==> config.mk <==
export PLATFORM = sky130hd
export DESIGN_NAME = app_playback
export DESIGN_NICKNAME = d
export VERILOG_FILES = /design/src/app_pkg.sv /design/src/app_playback.sv
export SDC_FILE = /design/constraint.sdc
export NUM_CORES = 2
export LEC_CHECK = 0
export BUFFER_PORTS_ARGS = -buffer_cell sky130_fd_sc_hd__buf_2
export CELL_PAD_IN_SITES_DETAIL_PLACEMENT = 0
export CELL_PAD_IN_SITES_GLOBAL_PLACEMENT = 2
export CORE_MARGIN = 10
export CORE_UTILIZATION = 36
export DETAILED_ROUTE_END_ITERATION = 16
export PLACE_DENSITY_LB_ADDON = 0.25
export SETUP_SLACK_MARGIN = 0.4
export SYNTH_ARGS = -nofsm -noshare
export SYNTH_HDL_FRONTEND = slang
export SYNTH_SLANG_ARGS = --single-unit
export TNS_END_PERCENT = 5
==> constraint.sdc <==
create_clock -name core_clk -period 8 [get_ports core_clk]
set_input_delay 0.8 -clock core_clk [delete_from_list [all_inputs] [get_ports core_clk]]
set_output_delay 0.8 -clock core_clk [all_outputs]
set_load 0.1 [all_outputs]
==> src/app_pkg.sv <==
// Purpose: Shared constants and types for the audio playback path.
// Assumes: Register indices are word indices; byte address is index * 4.
// Notes:   All register reset values are zero.
package app_pkg;

    // Register word indices
    localparam logic [15:0] APP_IDX_RATE_LOW    = 16'hfc34;
    localparam logic [15:0] APP_IDX_RATE_HIGH   = 16'hfc35;
    localparam logic [15:0] APP_IDX_LEFT_LOW    = 16'hfc36;
    localparam logic [15:0] APP_IDX_LEFT_HIGH   = 16'hfc37;
    localparam logic [15:0] APP_IDX_RIGHT_LOW   = 16'hfc38;
    localparam logic [15:0] APP_IDX_RIGHT_HIGH  = 16'hfc39;
    localparam logic [15:0] APP_IDX_ROUTE       = 16'hfc3a;
    localparam logic [15:0] APP_IDX_VOLUME      = 16'hfec0;
    localparam logic [15:0] APP_IDX_MIX_CONFIG  = 16'hfec1;
    localparam logic [15:0] APP_IDX_MIX_L_LOW   = 16'hfec2;
    localparam logic [15:0] APP_IDX_MIX_L_HIGH  = 16'hfec3;
    localparam logic [15:0] APP_IDX_MIX_R_LOW   = 16'hfec4;
    localparam logic [15:0] APP_IDX_MIX_R_HIGH  = 16'hfec5;

    // Field positions
    localparam int APP_MIX_URUN_BIT = 14;
    localparam int APP_MIX_FULL_BIT = 13;
    localparam int APP_MIX_EN_BIT   = 12;

    // Reset values and counts
    localparam logic [15:0] APP_REG_RESET    = 16'h0000;
    localparam logic [6:0]  APP_PRESCALE_TOP = 7'h7f; // 2^27 = 2^20 * 128
    localparam int          APP_FLT_SHIFT    = 3;
    localparam int          APP_FINE_STEPS   = 12;
    localparam int          APP_GAIN_FRAC    = 15;

    // Bus handshake states
    typedef enum logic [1:0]
    {
        APP_BUS_IDLE = 2'b01,
        APP_BUS_ACK  = 2'b10
    } app_bus_type;

    // Whole state of the block
    typedef struct packed
    {
        app_bus_type  bus_state;
        logic         wait_q;
        logic [31:0]  rdata;
        logic [15:0]  rate_lo;
        logic [3:0]   rate_hi;
        logic [7:0]   left_lo;
        logic [15:0]  left_hi;
        logic [7:0]   right_lo;
        logic [15:0]  right_hi;
        logic [15:0]  volume;
        logic         route_mix;
        logic         mix_en;
        logic [11:0]  mix_int;
        logic         full;
        logic         urun;
        logic [3:0]   ml_lo;
        logic [15:0]  ml_hi;
        logic [3:0]   mr_lo;
        logic [15:0]  mr_hi;
        logic         seen_l;
        logic         seen_r;
        logic [6:0]   pre;
        logic [19:0]  acc;
        logic [23:0]  in_l;
        logic [23:0]  in_r;
        logic [23:0]  flt_l;
        logic [23:0]  flt_r;
        logic [23:0]  vol_l;
        logic [23:0]  vol_r;
        logic [19:0]  off_l;
        logic [19:0]  off_r;
        logic [11:0]  mix_cnt;
        logic [19:0]  dac_l;
        logic [19:0]  dac_r;
        logic [23:0]  ser_l;
        logic [23:0]  ser_r;
        logic         clk_en;
        logic         play_irq;
        logic         mix_irq;
    } app_state_type;

endpackage

==> src/app_playback.sv <==
// Purpose: Playback path: rate interpolator, volume, offset mixer, bus.
// Assumes: core_clk is the crystal clock; Avalon-MM byte addressing.
// Notes:   Every access answers after one wait cycle; unmapped reads zero.
`timescale 1ns/1ps

// Functional notes
// Increment: low 16 bits, top 4 bits, two registers.
// Strobe is carry of 20-bit increment accumulator.
// Steps at crystal/128; rate crystal/2^27 times increment.
// Zero increment idles path, stops converter clock.
// Sample bits 23..8 high register, 7..0 companion byte.
// Software refills samples after each request.
// Converter clock is crystal, not PLL.
// Coarse fields: 6 dB down per unit.
// Fine fields: 0.5 dB up per unit; 12..15 unity.
// Registers, filter, volume, converter outputs.
// Offset samples held until the next.
// Mix config bit 12 enables offset.
// Offset bits 19..4 high register, 3..0 companion.
// Full sets on both offset writes, clears on consume.
// Underrun sets on consume while not full.
// Offset sample every interval plus one cycles.
// Offset consume pulses offset request.
// Mix saturates to 20-bit signed.
// Software keeps mix under 75 percent scale.
// Serial output may carry mixed signal.
// Sample pair captured together on strobe.
module app_playback
    import app_pkg::*;
(
    input  wire logic        core_clk,
    input  wire logic        sys_rst,
    input  wire logic [17:0] avs_address,
    input  wire logic        avs_read,
    input  wire logic        avs_write,
    input  wire logic [31:0] avs_writedata,
    input  wire logic [3:0]  avs_byteenable,
    output logic      [31:0] avs_readdata,
    output logic             avs_waitrequest,
    input  wire logic [23:0] ser_direct_left,
    input  wire logic [23:0] ser_direct_right,
    output logic      [19:0] dac_left,
    output logic      [19:0] dac_right,
    output logic             dac_clk_en,
    output logic             play_irq,
    output logic             mix_irq,
    output logic      [23:0] ser_left,
    output logic      [23:0] ser_right
);

    app_state_type st_reg;
    app_state_type st_next;

    // Byte-lane merge of a 16-bit register
    function automatic logic [15:0] app_merge(input logic [15:0] old_v,
                                              input logic [15:0] new_v,
                                              input logic [1:0]  be);
        logic [15:0] r;
        r = old_v;
        if (be[0])
            r[7:0] = new_v[7:0];
        if (be[1])
            r[15:8] = new_v[15:8];
        return r;
    endfunction

    // Fine gain in Q1.15, half-dB steps
    function automatic logic [16:0] app_fine_gain(input logic [3:0] f);
        logic [16:0] g;
        case (f)
            4'h1:    g = 17'h087a6;
            4'h2:    g = 17'h08f9e;
            4'h3:    g = 17'h09821;
            4'h4:    g = 17'h0a125;
            4'h5:    g = 17'h0aab2;
            4'h6:    g = 17'h0b4ce;
            4'h7:    g = 17'h0bf84;
            4'h8:    g = 17'h0cadd;
            4'h9:    g = 17'h0d6e3;
            4'ha:    g = 17'h0e39e;
            4'hb:    g = 17'h0f11b;
            default: g = 17'h08000; // Also 12..15, see
        endcase
        return g;
    endfunction

    // Clamp to 24-bit signed
    function automatic logic [23:0] app_sat24(input logic signed [26:0] v);
        logic [23:0] r;
        if (v > 27'sh07fffff)
            r = 24'h7fffff;
        else if (v < -27'sh0800000)
            r = 24'h800000;
        else
            r = v[23:0];
        return r;
    endfunction

    // Clamp to 20-bit signed, never wrap
    function automatic logic [19:0] app_sat20(input logic signed [20:0] v);
        logic [19:0] r;
        if (v > 21'sh07ffff)
            r = 20'h7ffff;
        else if (v < -21'sh080000)
            r = 20'h80000;
        else
            r = v[19:0];
        return r;
    endfunction

    // Coarse shift then fine gain
    function automatic logic [23:0] app_volume(input logic [23:0] s,
                                               input logic [3:0]  coarse,
                                               input logic [3:0]  fine);
        logic signed [23:0] sh;
        logic signed [41:0] prod;
        sh = $signed(s) >>> coarse;
        prod = sh * $signed({1'b0, app_fine_gain(fine)});
        return app_sat24(27'(prod >>> APP_GAIN_FRAC));
    endfunction

    // One-pole smoothing toward the held input
    function automatic logic [23:0] app_smooth(input logic [23:0] y,
                                               input logic [23:0] x);
        logic signed [24:0] d;
        d = $signed({x[23], x}) - $signed({y[23], y});
        return 24'($signed({y[23], y}) + (d >>> APP_FLT_SHIFT));
    endfunction

    // Main plus offset, main scaled to 20 bits
    function automatic logic [19:0] app_mix(input logic [23:0] m,
                                            input logic [19:0] o,
                                            input logic        en);
        logic signed [20:0] sum;
        sum = $signed({m[23], m[23:4]});
        if (en)
            sum = sum + $signed({o[19], o});
        return app_sat20(sum);
    endfunction

    logic [15:0] idx;
    logic [15:0] wdat;
    logic [1:0]  be;
    logic        wr_go;
    logic [15:0] rd;
    logic [19:0] inc;
    logic [20:0] acc_sum;
    logic        strobe;
    logic        consume;
    logic        full_set;
    logic        urun_clr;
    logic        seen_l_now;
    logic        seen_r_now;

    // Next-state logic for the whole block
    always_comb
    begin
        st_next = st_reg;
        idx = avs_address[17:2];
        wdat = avs_writedata[15:0];
        be = avs_byteenable[1:0];
        wr_go = avs_write && (st_reg.bus_state == APP_BUS_ACK);
        rd = APP_REG_RESET;
        full_set = 1'b0;
        urun_clr = 1'b0;
        seen_l_now = st_reg.seen_l;
        seen_r_now = st_reg.seen_r;

        // Readback, unmapped read zero
        case (idx)
            APP_IDX_RATE_LOW:   rd = st_reg.rate_lo;
            APP_IDX_RATE_HIGH:  rd = {12'h000, st_reg.rate_hi};
            APP_IDX_LEFT_LOW:   rd = {st_reg.left_lo, 8'h00};
            APP_IDX_LEFT_HIGH:  rd = st_reg.left_hi;
            APP_IDX_RIGHT_LOW:  rd = {st_reg.right_lo, 8'h00};
            APP_IDX_RIGHT_HIGH: rd = st_reg.right_hi;
            APP_IDX_ROUTE:      rd = {15'h0000, st_reg.route_mix};
            APP_IDX_VOLUME:     rd = st_reg.volume;
            APP_IDX_MIX_CONFIG: rd = {1'b0, st_reg.urun, st_reg.full,
                                      st_reg.mix_en, st_reg.mix_int};
            APP_IDX_MIX_L_LOW:  rd = {st_reg.ml_lo, 12'h000};
            APP_IDX_MIX_L_HIGH: rd = st_reg.ml_hi;
            APP_IDX_MIX_R_LOW:  rd = {st_reg.mr_lo, 12'h000};
            APP_IDX_MIX_R_HIGH: rd = st_reg.mr_hi;
            default:            rd = APP_REG_RESET;
        endcase

        // One wait cycle, then a single acknowledge cycle
        case (st_reg.bus_state)
            APP_BUS_IDLE:
            begin
                if (avs_read || avs_write)
                begin
                    st_next.bus_state = APP_BUS_ACK;
                    st_next.wait_q = 1'b0;
                    st_next.rdata = {16'h0000, rd};
                end
            end
            APP_BUS_ACK:
            begin
                st_next.bus_state = APP_BUS_IDLE;
                st_next.wait_q = 1'b1;
            end
            default:
            begin
                st_next.bus_state = APP_BUS_IDLE;
                st_next.wait_q = 1'b1;
            end
        endcase

        // Writes land on the acknowledge edge
        if (wr_go)
        begin
            case (idx)
                APP_IDX_RATE_LOW:
                    st_next.rate_lo = app_merge(st_reg.rate_lo, wdat, be);
                APP_IDX_RATE_HIGH:
                    if (be[0])
                        st_next.rate_hi = wdat[3:0];
                APP_IDX_LEFT_LOW:
                    if (be[1])
                        st_next.left_lo = wdat[15:8];
                APP_IDX_LEFT_HIGH:
                    st_next.left_hi = app_merge(st_reg.left_hi, wdat, be);
                APP_IDX_RIGHT_LOW:
                    if (be[1])
                        st_next.right_lo = wdat[15:8];
                APP_IDX_RIGHT_HIGH:
                    st_next.right_hi = app_merge(st_reg.right_hi, wdat, be);
                APP_IDX_ROUTE:
                    if (be[0])
                        st_next.route_mix = wdat[0];
                APP_IDX_VOLUME:
                    st_next.volume = app_merge(st_reg.volume, wdat, be);
                APP_IDX_MIX_CONFIG:
                begin
                    if (be[0])
                        st_next.mix_int[7:0] = wdat[7:0];
                    if (be[1])
                    begin
                        st_next.mix_int[11:8] = wdat[11:8];
                        st_next.mix_en = wdat[APP_MIX_EN_BIT];
                        urun_clr = wdat[APP_MIX_URUN_BIT];
                    end
                end
                APP_IDX_MIX_L_LOW:
                    if (be[1])
                        st_next.ml_lo = wdat[15:12];
                APP_IDX_MIX_L_HIGH:
                begin
                    st_next.ml_hi = app_merge(st_reg.ml_hi, wdat, be);
                    seen_l_now = 1'b1;
                end
                APP_IDX_MIX_R_LOW:
                    if (be[1])
                        st_next.mr_lo = wdat[15:12];
                APP_IDX_MIX_R_HIGH:
                begin
                    st_next.mr_hi = app_merge(st_reg.mr_hi, wdat, be);
                    seen_r_now = 1'b1;
                end
                default:
                    ; // Unmapped: ignored
            endcase
        end

        // Pair complete on both high writes
        full_set = seen_l_now && seen_r_now;
        st_next.seen_l = seen_l_now && !full_set;
        st_next.seen_r = seen_r_now && !full_set;

        // Offset interval counter
        consume = st_reg.mix_en && (st_reg.mix_cnt >= st_reg.mix_int);
        if (!st_reg.mix_en || consume)
            st_next.mix_cnt = 12'h000;
        else
            st_next.mix_cnt = st_reg.mix_cnt + 12'h001;

        // Held offset sample; stale value kept on underrun
        if (consume && st_reg.full)
        begin
            st_next.off_l = {st_reg.ml_hi, st_reg.ml_lo};
            st_next.off_r = {st_reg.mr_hi, st_reg.mr_lo};
        end
        st_next.mix_irq = consume;

        // Set beats clear on both flags
        st_next.full = full_set || (st_reg.full && !consume);
        st_next.urun = (consume && !st_reg.full) ||
                       (st_reg.urun && !urun_clr);

        // Interpolator steps once per 128 cycles
        inc = {st_reg.rate_hi, st_reg.rate_lo};
        acc_sum = {1'b0, st_reg.acc} + {1'b0, inc};
        strobe = 1'b0;
        st_next.play_irq = 1'b0;
        st_next.clk_en = (inc != 20'h00000);
        if (inc != 20'h00000)
        begin
            st_next.pre = st_reg.pre + 7'h01;
            if (st_reg.pre == APP_PRESCALE_TOP)
            begin
                st_next.acc = acc_sum[19:0];
                strobe = acc_sum[20];
            end

            // Whole pair captured in one edge
            if (strobe)
            begin
                st_next.in_l = {st_reg.left_hi, st_reg.left_lo};
                st_next.in_r = {st_reg.right_hi, st_reg.right_lo};
                st_next.play_irq = 1'b1; // Prompts refill, see
            end

            // Filter, volume, then mix
            st_next.flt_l = app_smooth(st_reg.flt_l, st_reg.in_l);
            st_next.flt_r = app_smooth(st_reg.flt_r, st_reg.in_r);
            st_next.vol_l = app_volume(st_reg.flt_l, st_reg.volume[11:8],
                                       st_reg.volume[15:12]);
            st_next.vol_r = app_volume(st_reg.flt_r, st_reg.volume[3:0],
                                       st_reg.volume[7:4]);
            st_next.dac_l = app_mix(st_reg.vol_l, st_reg.off_l,
                                    st_reg.mix_en);
            st_next.dac_r = app_mix(st_reg.vol_r, st_reg.off_r,
                                    st_reg.mix_en);
        end

        // Serial output source select
        if (st_reg.route_mix)
        begin
            st_next.ser_l = {st_reg.dac_l, 4'h0};
            st_next.ser_r = {st_reg.dac_r, 4'h0};
        end
        else
        begin
            st_next.ser_l = ser_direct_left;
            st_next.ser_r = ser_direct_right;
        end
    end

    // State register; reset leaves the path idle
    always_ff @(posedge core_clk)
    begin
        if (sys_rst)
        begin
            st_reg <= '0;
            st_reg.bus_state <= APP_BUS_IDLE;
            st_reg.wait_q <= 1'b1;
        end
        else
        begin
            st_reg <= st_next;
        end
    end

    // Outputs straight from state flops
    assign avs_readdata    = st_reg.rdata;
    assign avs_waitrequest = st_reg.wait_q;
    assign dac_left        = st_reg.dac_l;
    assign dac_right       = st_reg.dac_r;
    assign dac_clk_en      = st_reg.clk_en;
    assign play_irq        = st_reg.play_irq;
    assign mix_irq         = st_reg.mix_irq;
    assign ser_left        = st_reg.ser_l;
    assign ser_right       = st_reg.ser_r;

endmodule

**Word-level counts from Yosys, hierarchy flattened**

Memory sizes are Yosys's and may differ from the RTL's. A register that Yosys moved wholly into a read port is not among the register bits.
Index checks and enable logic that the tools add are counted.

- Latch bits: 0
- Logic and storage cells: 166
- Output and inout bits: 124
- Register bits: 475
- Memories: 2
- Bits in writable memories: 0
- ROM bits: 480
- Bits of input ports: 106

- Reduce and logical (&&, ||, !) cells: 46
- Shifts and indexed selects: 2
- Equality and inequality tests: 16
- Div/mod/pow operators: 0
- Bitwise gates (word level): 2
- Multipliers: 2
- Multiplexer cells: 30
- Add/subtract/negate cells: 9
- $lt $le $gt $ge: 9

Memories:

| memory | words | bits a word | read ports | clocked after Yosys merged registers in | write ports | line | source |
|---|---|---|---|---|---|---|---|
| (no name shown) | 16 | 15 | 1 | 1 | 0 | app_playback.sv:70 | `case (f)` |
| (no name shown) | 16 | 15 | 1 | 1 | 0 | app_playback.sv:70 |  |

Operators by type and width:

| kind | number |
|---|---|
| 16-bit == test (second input constant) | 13 |
| 16-bit one-hot mux with 13 select lines | 1 |
| 24-bit 2-to-1 mux | 4 |
| 24-bit by 18-bit multiplier with 42-bit output | 2 |
| 21-bit 2-to-1 mux | 4 |
| 20-bit 2-to-1 mux | 4 |
| 20-bit by 20-bit adder with 21-bit output | 3 |
| 3-bit AND reduction | 20 |
| 27-bit by 24-bit greater-than comparator with 1-bit output (second input constant) | 2 |
| 27-bit by 24-bit < comparator with 1-bit output (second input constant) | 2 |
| 24-bit by 24-bit subtractor with 25-bit output | 2 |
| 24-bit by 22-bit adder with 24-bit output | 2 |
| 48-bit 2-to-1 mux | 1 |
| 24-bit by 4-bit >>> shifter with 24-bit output | 2 |
| 21-bit by 20-bit greater-than comparator with 1-bit output (second input constant) | 2 |
| 21-bit by 20-bit < comparator with 1-bit output (second input constant) | 2 |
| 17-bit 2-to-1 mux | 2 |
| 20-bit nonzero test | 1 |
| 4-bit 2-to-1 mux | 4 |
| 12-bit by 1-bit adder with 12-bit output (second input constant) | 1 |
| 12-bit >= comparator | 1 |
| 1-bit 2-to-1 mux | 10 |
| 1-bit logical AND | 9 |
| 2-bit OR reduction | 4 |
| other kinds (8) | 18 |

**Logic depth before layout (Yosys ltp)**

- Depth in word-level cells: 6
- Mapped depth: 37
- Gate-level depth less buffers: 32

**Worst setup path before layout**

No wires, ideal clock.

- Kind: register to register
- From: register st_reg[381] in the netlist's numbering
- To: register st_reg[180] in the netlist's numbering
- Buffers on the path: 5
- Library setup time: 0.138 ns
- Clock period less this slack: 8.208 ns
- Data required time: 7.862 ns
- Stages on the path, launching flop included: 35
- Data arrival time: 8.071 ns
- Path slack: -0.208 ns
- Cell sequence: dfxtp_1 > clkbuf_1 > clkbuf_1 > clkbuf_1 > nand2_1 > o211ai_1 > o21ai_0 > o21ai_1 > nand2_1 > o21ai_1 > clkbuf_1 > nand2_1 > fa_1 > inv_1 > fa_1 > inv_1 > fa_1 > inv_1 > fa_1 > fa_1 > inv_1 > fa_1 > inv_1 > ha_1 > a21o_1 > a21o_1 > o211ai_1 > nand3_1 > a31oi_1 > o311a_1 > nor3_1 > nand2b_1 > a21oi_1 > clkbuf_1 > a211oi_1

- Cells in the longest elaborated chain, start to end: 5

RTL lines:

| what | line | source |
|---|---|---|
| from (decl) | app_playback.sv:51 | `app_state_type st_reg;` |
| from (signal assigned) | app_playback.sv:352 | `st_reg <= st_next;` |
| 24-bit by 4-bit >>> shifter with 24-bit output (*) | app_playback.sv:117 | `sh = $signed(s) >>> coarse;` |
| 24-bit by 18-bit multiplier with 42-bit output (*) | app_playback.sv:118 | `prod = sh * $signed({1'b0, app_fine_gain(fine)});` |
| 27-bit by 24-bit < comparator with 1-bit output | app_playback.sv:92 | `else if (v < -27'sh0800000)` |
| 24-bit 2-to-1 mux | app_playback.sv:92 |  |
| 24-bit 2-to-1 mux (*) | app_playback.sv:90 | `if (v > 27'sh07fffff)` |

Mark *: on every way between the ends. The rest lies on a longest branch, timed or not.
A chain may end at the register's enable or synchronous reset.

**Worst setup path after layout**

- From: register st_reg[372] in the netlist's numbering
- To: register st_reg[154] in the netlist's numbering

Same word-level chain as after synthesis.

==> key figures <==
Finish
  – Layout area overhead: 15.11%
  – Final #Nets: 8029
  – Layout cells sized above 1: 13.69%
  – Max reg flops: 339
  – Final Cell Area: 63230 um2
  – Util after Layout: 41.67%

Floorplanning
  – Rows: 143
  – Starting Density: 36.20%
  – Die width: 410.6 um
  – Die area: 168600 um2
  – Num ports: 230
  – Core area: 151700 um2
  – Die H: 410.6 um

Global route
  – First-pass GRT wire length: 280600 um
  – GRT busiest layer: met2
  – Met3 usage: 2.170%
  – Met2 Use GR: 35.75%
  – Routing usage on met1: 29.03%
  – GR Overflow Total: 0
  – Antenna violations before repair: 3
  – Vias in the first global route: 46440
  – Largest net degree at the start of global routing: 98
  – Total track usage: 21.27%

Synthesis
  – Synth warn: 0
  – Top-count cell post-synth: inv_1
  – Mean post-synth cell area: 8.348 um2
  – Top cells by area in the synthesized netlist: fa_1 (27%), dfxtp_1 (18%), ha_1 (8.4%)
  – Synth Register Bits: 496
  – Top_reg_cell synth: dfxtp_1
  – Asr flop ratio synth: 0%
  – Mapped Area: 54930 um2
  – Post-synth EDFFs: 0
  – Yosys top cell by area: fa_1
  – Synth unique cells: 83
  – Synth Instances: 6580
  – Top cell type's share of synthesized area: 27.44%
  – Sequential area share after synthesis: 18.08%
  – Synth cell count leaders: inv_1 (1024), nand2_1 (1015), fa_1 (753)

Clocking
  – # H-tree levels: 3
  – Clk_lat worst skew: 0.68 ns
  – Max clock buf depth: 3
  – Clock sinks: 496
  – CTS tree: done
  – Clock buffer count from CTS: 66
  – Clock slew at reported path FFs: 0.06 ns
  – Clk root buf: clkbuf_16

Placed design
  – Setup WS pre-CTS: -0.1828 ns
  – PortBufs: 193
  – Post-DP HPWL: 140600 um
  – Post-placement cell area: 59080 um2
  – Routability Congestion: 0.8823

Setup path
  – Critical path type: register to register
  – WP data arrival: 8.23 ns
  – Slowest cell on crit path: mux4_2
  – CP Data Required Time: 8.58 ns
  – Max incr delay on CP: 0.56 ns
  – Critical Path End Type: register
  – CP Max Fanout: 8
  – CP dominant cell by count: fa_1
  – Startpoint Class: register

Power
  – P per Cell Area: 92.48 nW/um2
  – Pleak: 29.32 nW
  – Max IR drop VDD: 144.2 uV

Route
  – Vias: 44920
  – Initial DRC Count: 2982
  – Routed WL: 180200 um
  – Vias per cell: 5.062
  – WL/cell: 20.31 um
  – Final ANT Viol Nets: 0
  – DR pass1 iterations: 6
  – Drt drc: 0

Timing
  – Final setup TNS: 0 ns
  – Slew @ Worst Pin: 1.198 ns
  – Setup violators final: 0
  – Highest clock rate: 130.7 MHz
  – Final worst slack: 0.3483 ns
  – RSZ-0062 raised after global routing: true
  – Period minus WS final: 7.652 ns
  – Worst Skew: 0.05676 ns
  – Slew headroom: 19.86%
  – Endpoints failing hold: 0
  – Slew Viols, Final: 0
  – Post-route clock period utilization: 95.65%

Worst hold path
  – Hold crit path type: input pin to register

Status
  – Status: finished clean

Job
  – Max_cap viols: 0
## report_power, final
group | internal, W | switching (W) | total, W
Sequential | 0.00249 | 0.0000101 | 0.00250
Clock | 0.00173 | 0.00127 | 0.00300
Combinational | 0.0000500 | 0.000299 | 0.000349
Total | 0.00427 | 0.00158 | 0.00585
## worst max-delay path: cells and delay by family (launching register included)
family / cells / cell delay (ns)
muxes: 1 / 0.56
buffers and inverters: 10 / 1.14
DFF: 1 / 0.41
and+or+nand+nor: 4 / 0.52
AOI/OAI and AO/OA: 9 / 1.62
adders and majority gates: 7 / 3.28
## metal layers
layer / wire, um / up-vias
met5: 10 / -
met2: 85680 / 896
met3: 6714 / 221
li1: - / 21370
met1: 82990 / 22440
met4: 4842 / 2
## logic make-up (layout without fill, tap and decap cells)
| logic type | after synthesis | count (layout) | synth area share, % |
|---|---|---|---|
| buffers and inverters | 1470 | 1719 | 10.87 |
| and+or+nand+nor | 2051 | 2051 | 16.71 |
| other | 1 | 17 | 0.006827 |
| muxes | 156 | 156 | 3.146 |
| adders and majority gates | 1121 | 1121 | 35.82 |
| AOI/OAI and AO/OA | 1124 | 1124 | 12.79 |
| xor gates and xnor gates | 161 | 161 | 2.567 |
| DFF | 496 | 496 | 18.08 |
## placed cells by master (no fill, tap or decap), types with 33 or more instances in the layout
cell	instances
nor2b_1	46
nor2_1	359
buf_4	317
a211oi_2	33
and2_1	282
o21a_1	37
o21ai_0	103
nand2_1	1008
o21ai_1	82
ha_1	357
buf_2	196
xor2_1	58
mux2i_1	118
xnor2_1	101
a211oi_1	66
inv_1	1018
fa_1	729
a21o_1	82
nand3_1	131
nor3_1	50
clkbuf_16	67
a22oi_1	63
a21oi_1	365
a21oi_2	33
dfxtp_1	488
## stage by stage
step                      total power [W]  std cells  hold WS, ns
after global routing             0.006036       8874       0.3306
final                            0.005848       8875       0.3470
after global placement           0.002903       8686       0.4433
after detailed placement         0.002903       8686       0.4467
after floorplan                  0.002840       6595       0.4362
after CTS                        0.005934       8858       0.2924
## area by class of cell
cell class | count | area (um2)
Timing Repair Buffer | 577 | 4448
Multi-Input combinational cell | 4629 | 40240
Tap cell | 2030 | 2540
Clock inverter | 17 | 267.8
Antenna cell | 1 | 2.502
Inverter | 1032 | 3882
Fill cell | 15620 | 88490
Clock buffer | 93 | 1894
Sequential cell | 496 | 9952
## path summary, 6_finish.rpt
| path | end | from | slack, ns | cells past startpoint |
|---|---|---|---|---|
| worst max-delay path | st_reg[154] | st_reg[372] | 0.35 | 31 |
| worst min-delay path | ser_left[4] | ser_direct_left[4] | 0.35 | 3 |
| worst max register to register | st_reg[154] | st_reg[372] | 0.35 | 31 |
| worst min register to register | st_reg[368] | st_reg[368] | 0.46 | 2 |
## what timing repair did
action | CTS | global route
endpoints found under the setup margin | 40 | 40
setup buffers | 54 | 14
pin swaps | 91 | 67
hold buffers | 0 | 0
resized for setup | 216 | 89
cloned | 8 | 2
No activity file was read; power rests on OpenSTA's default activity.
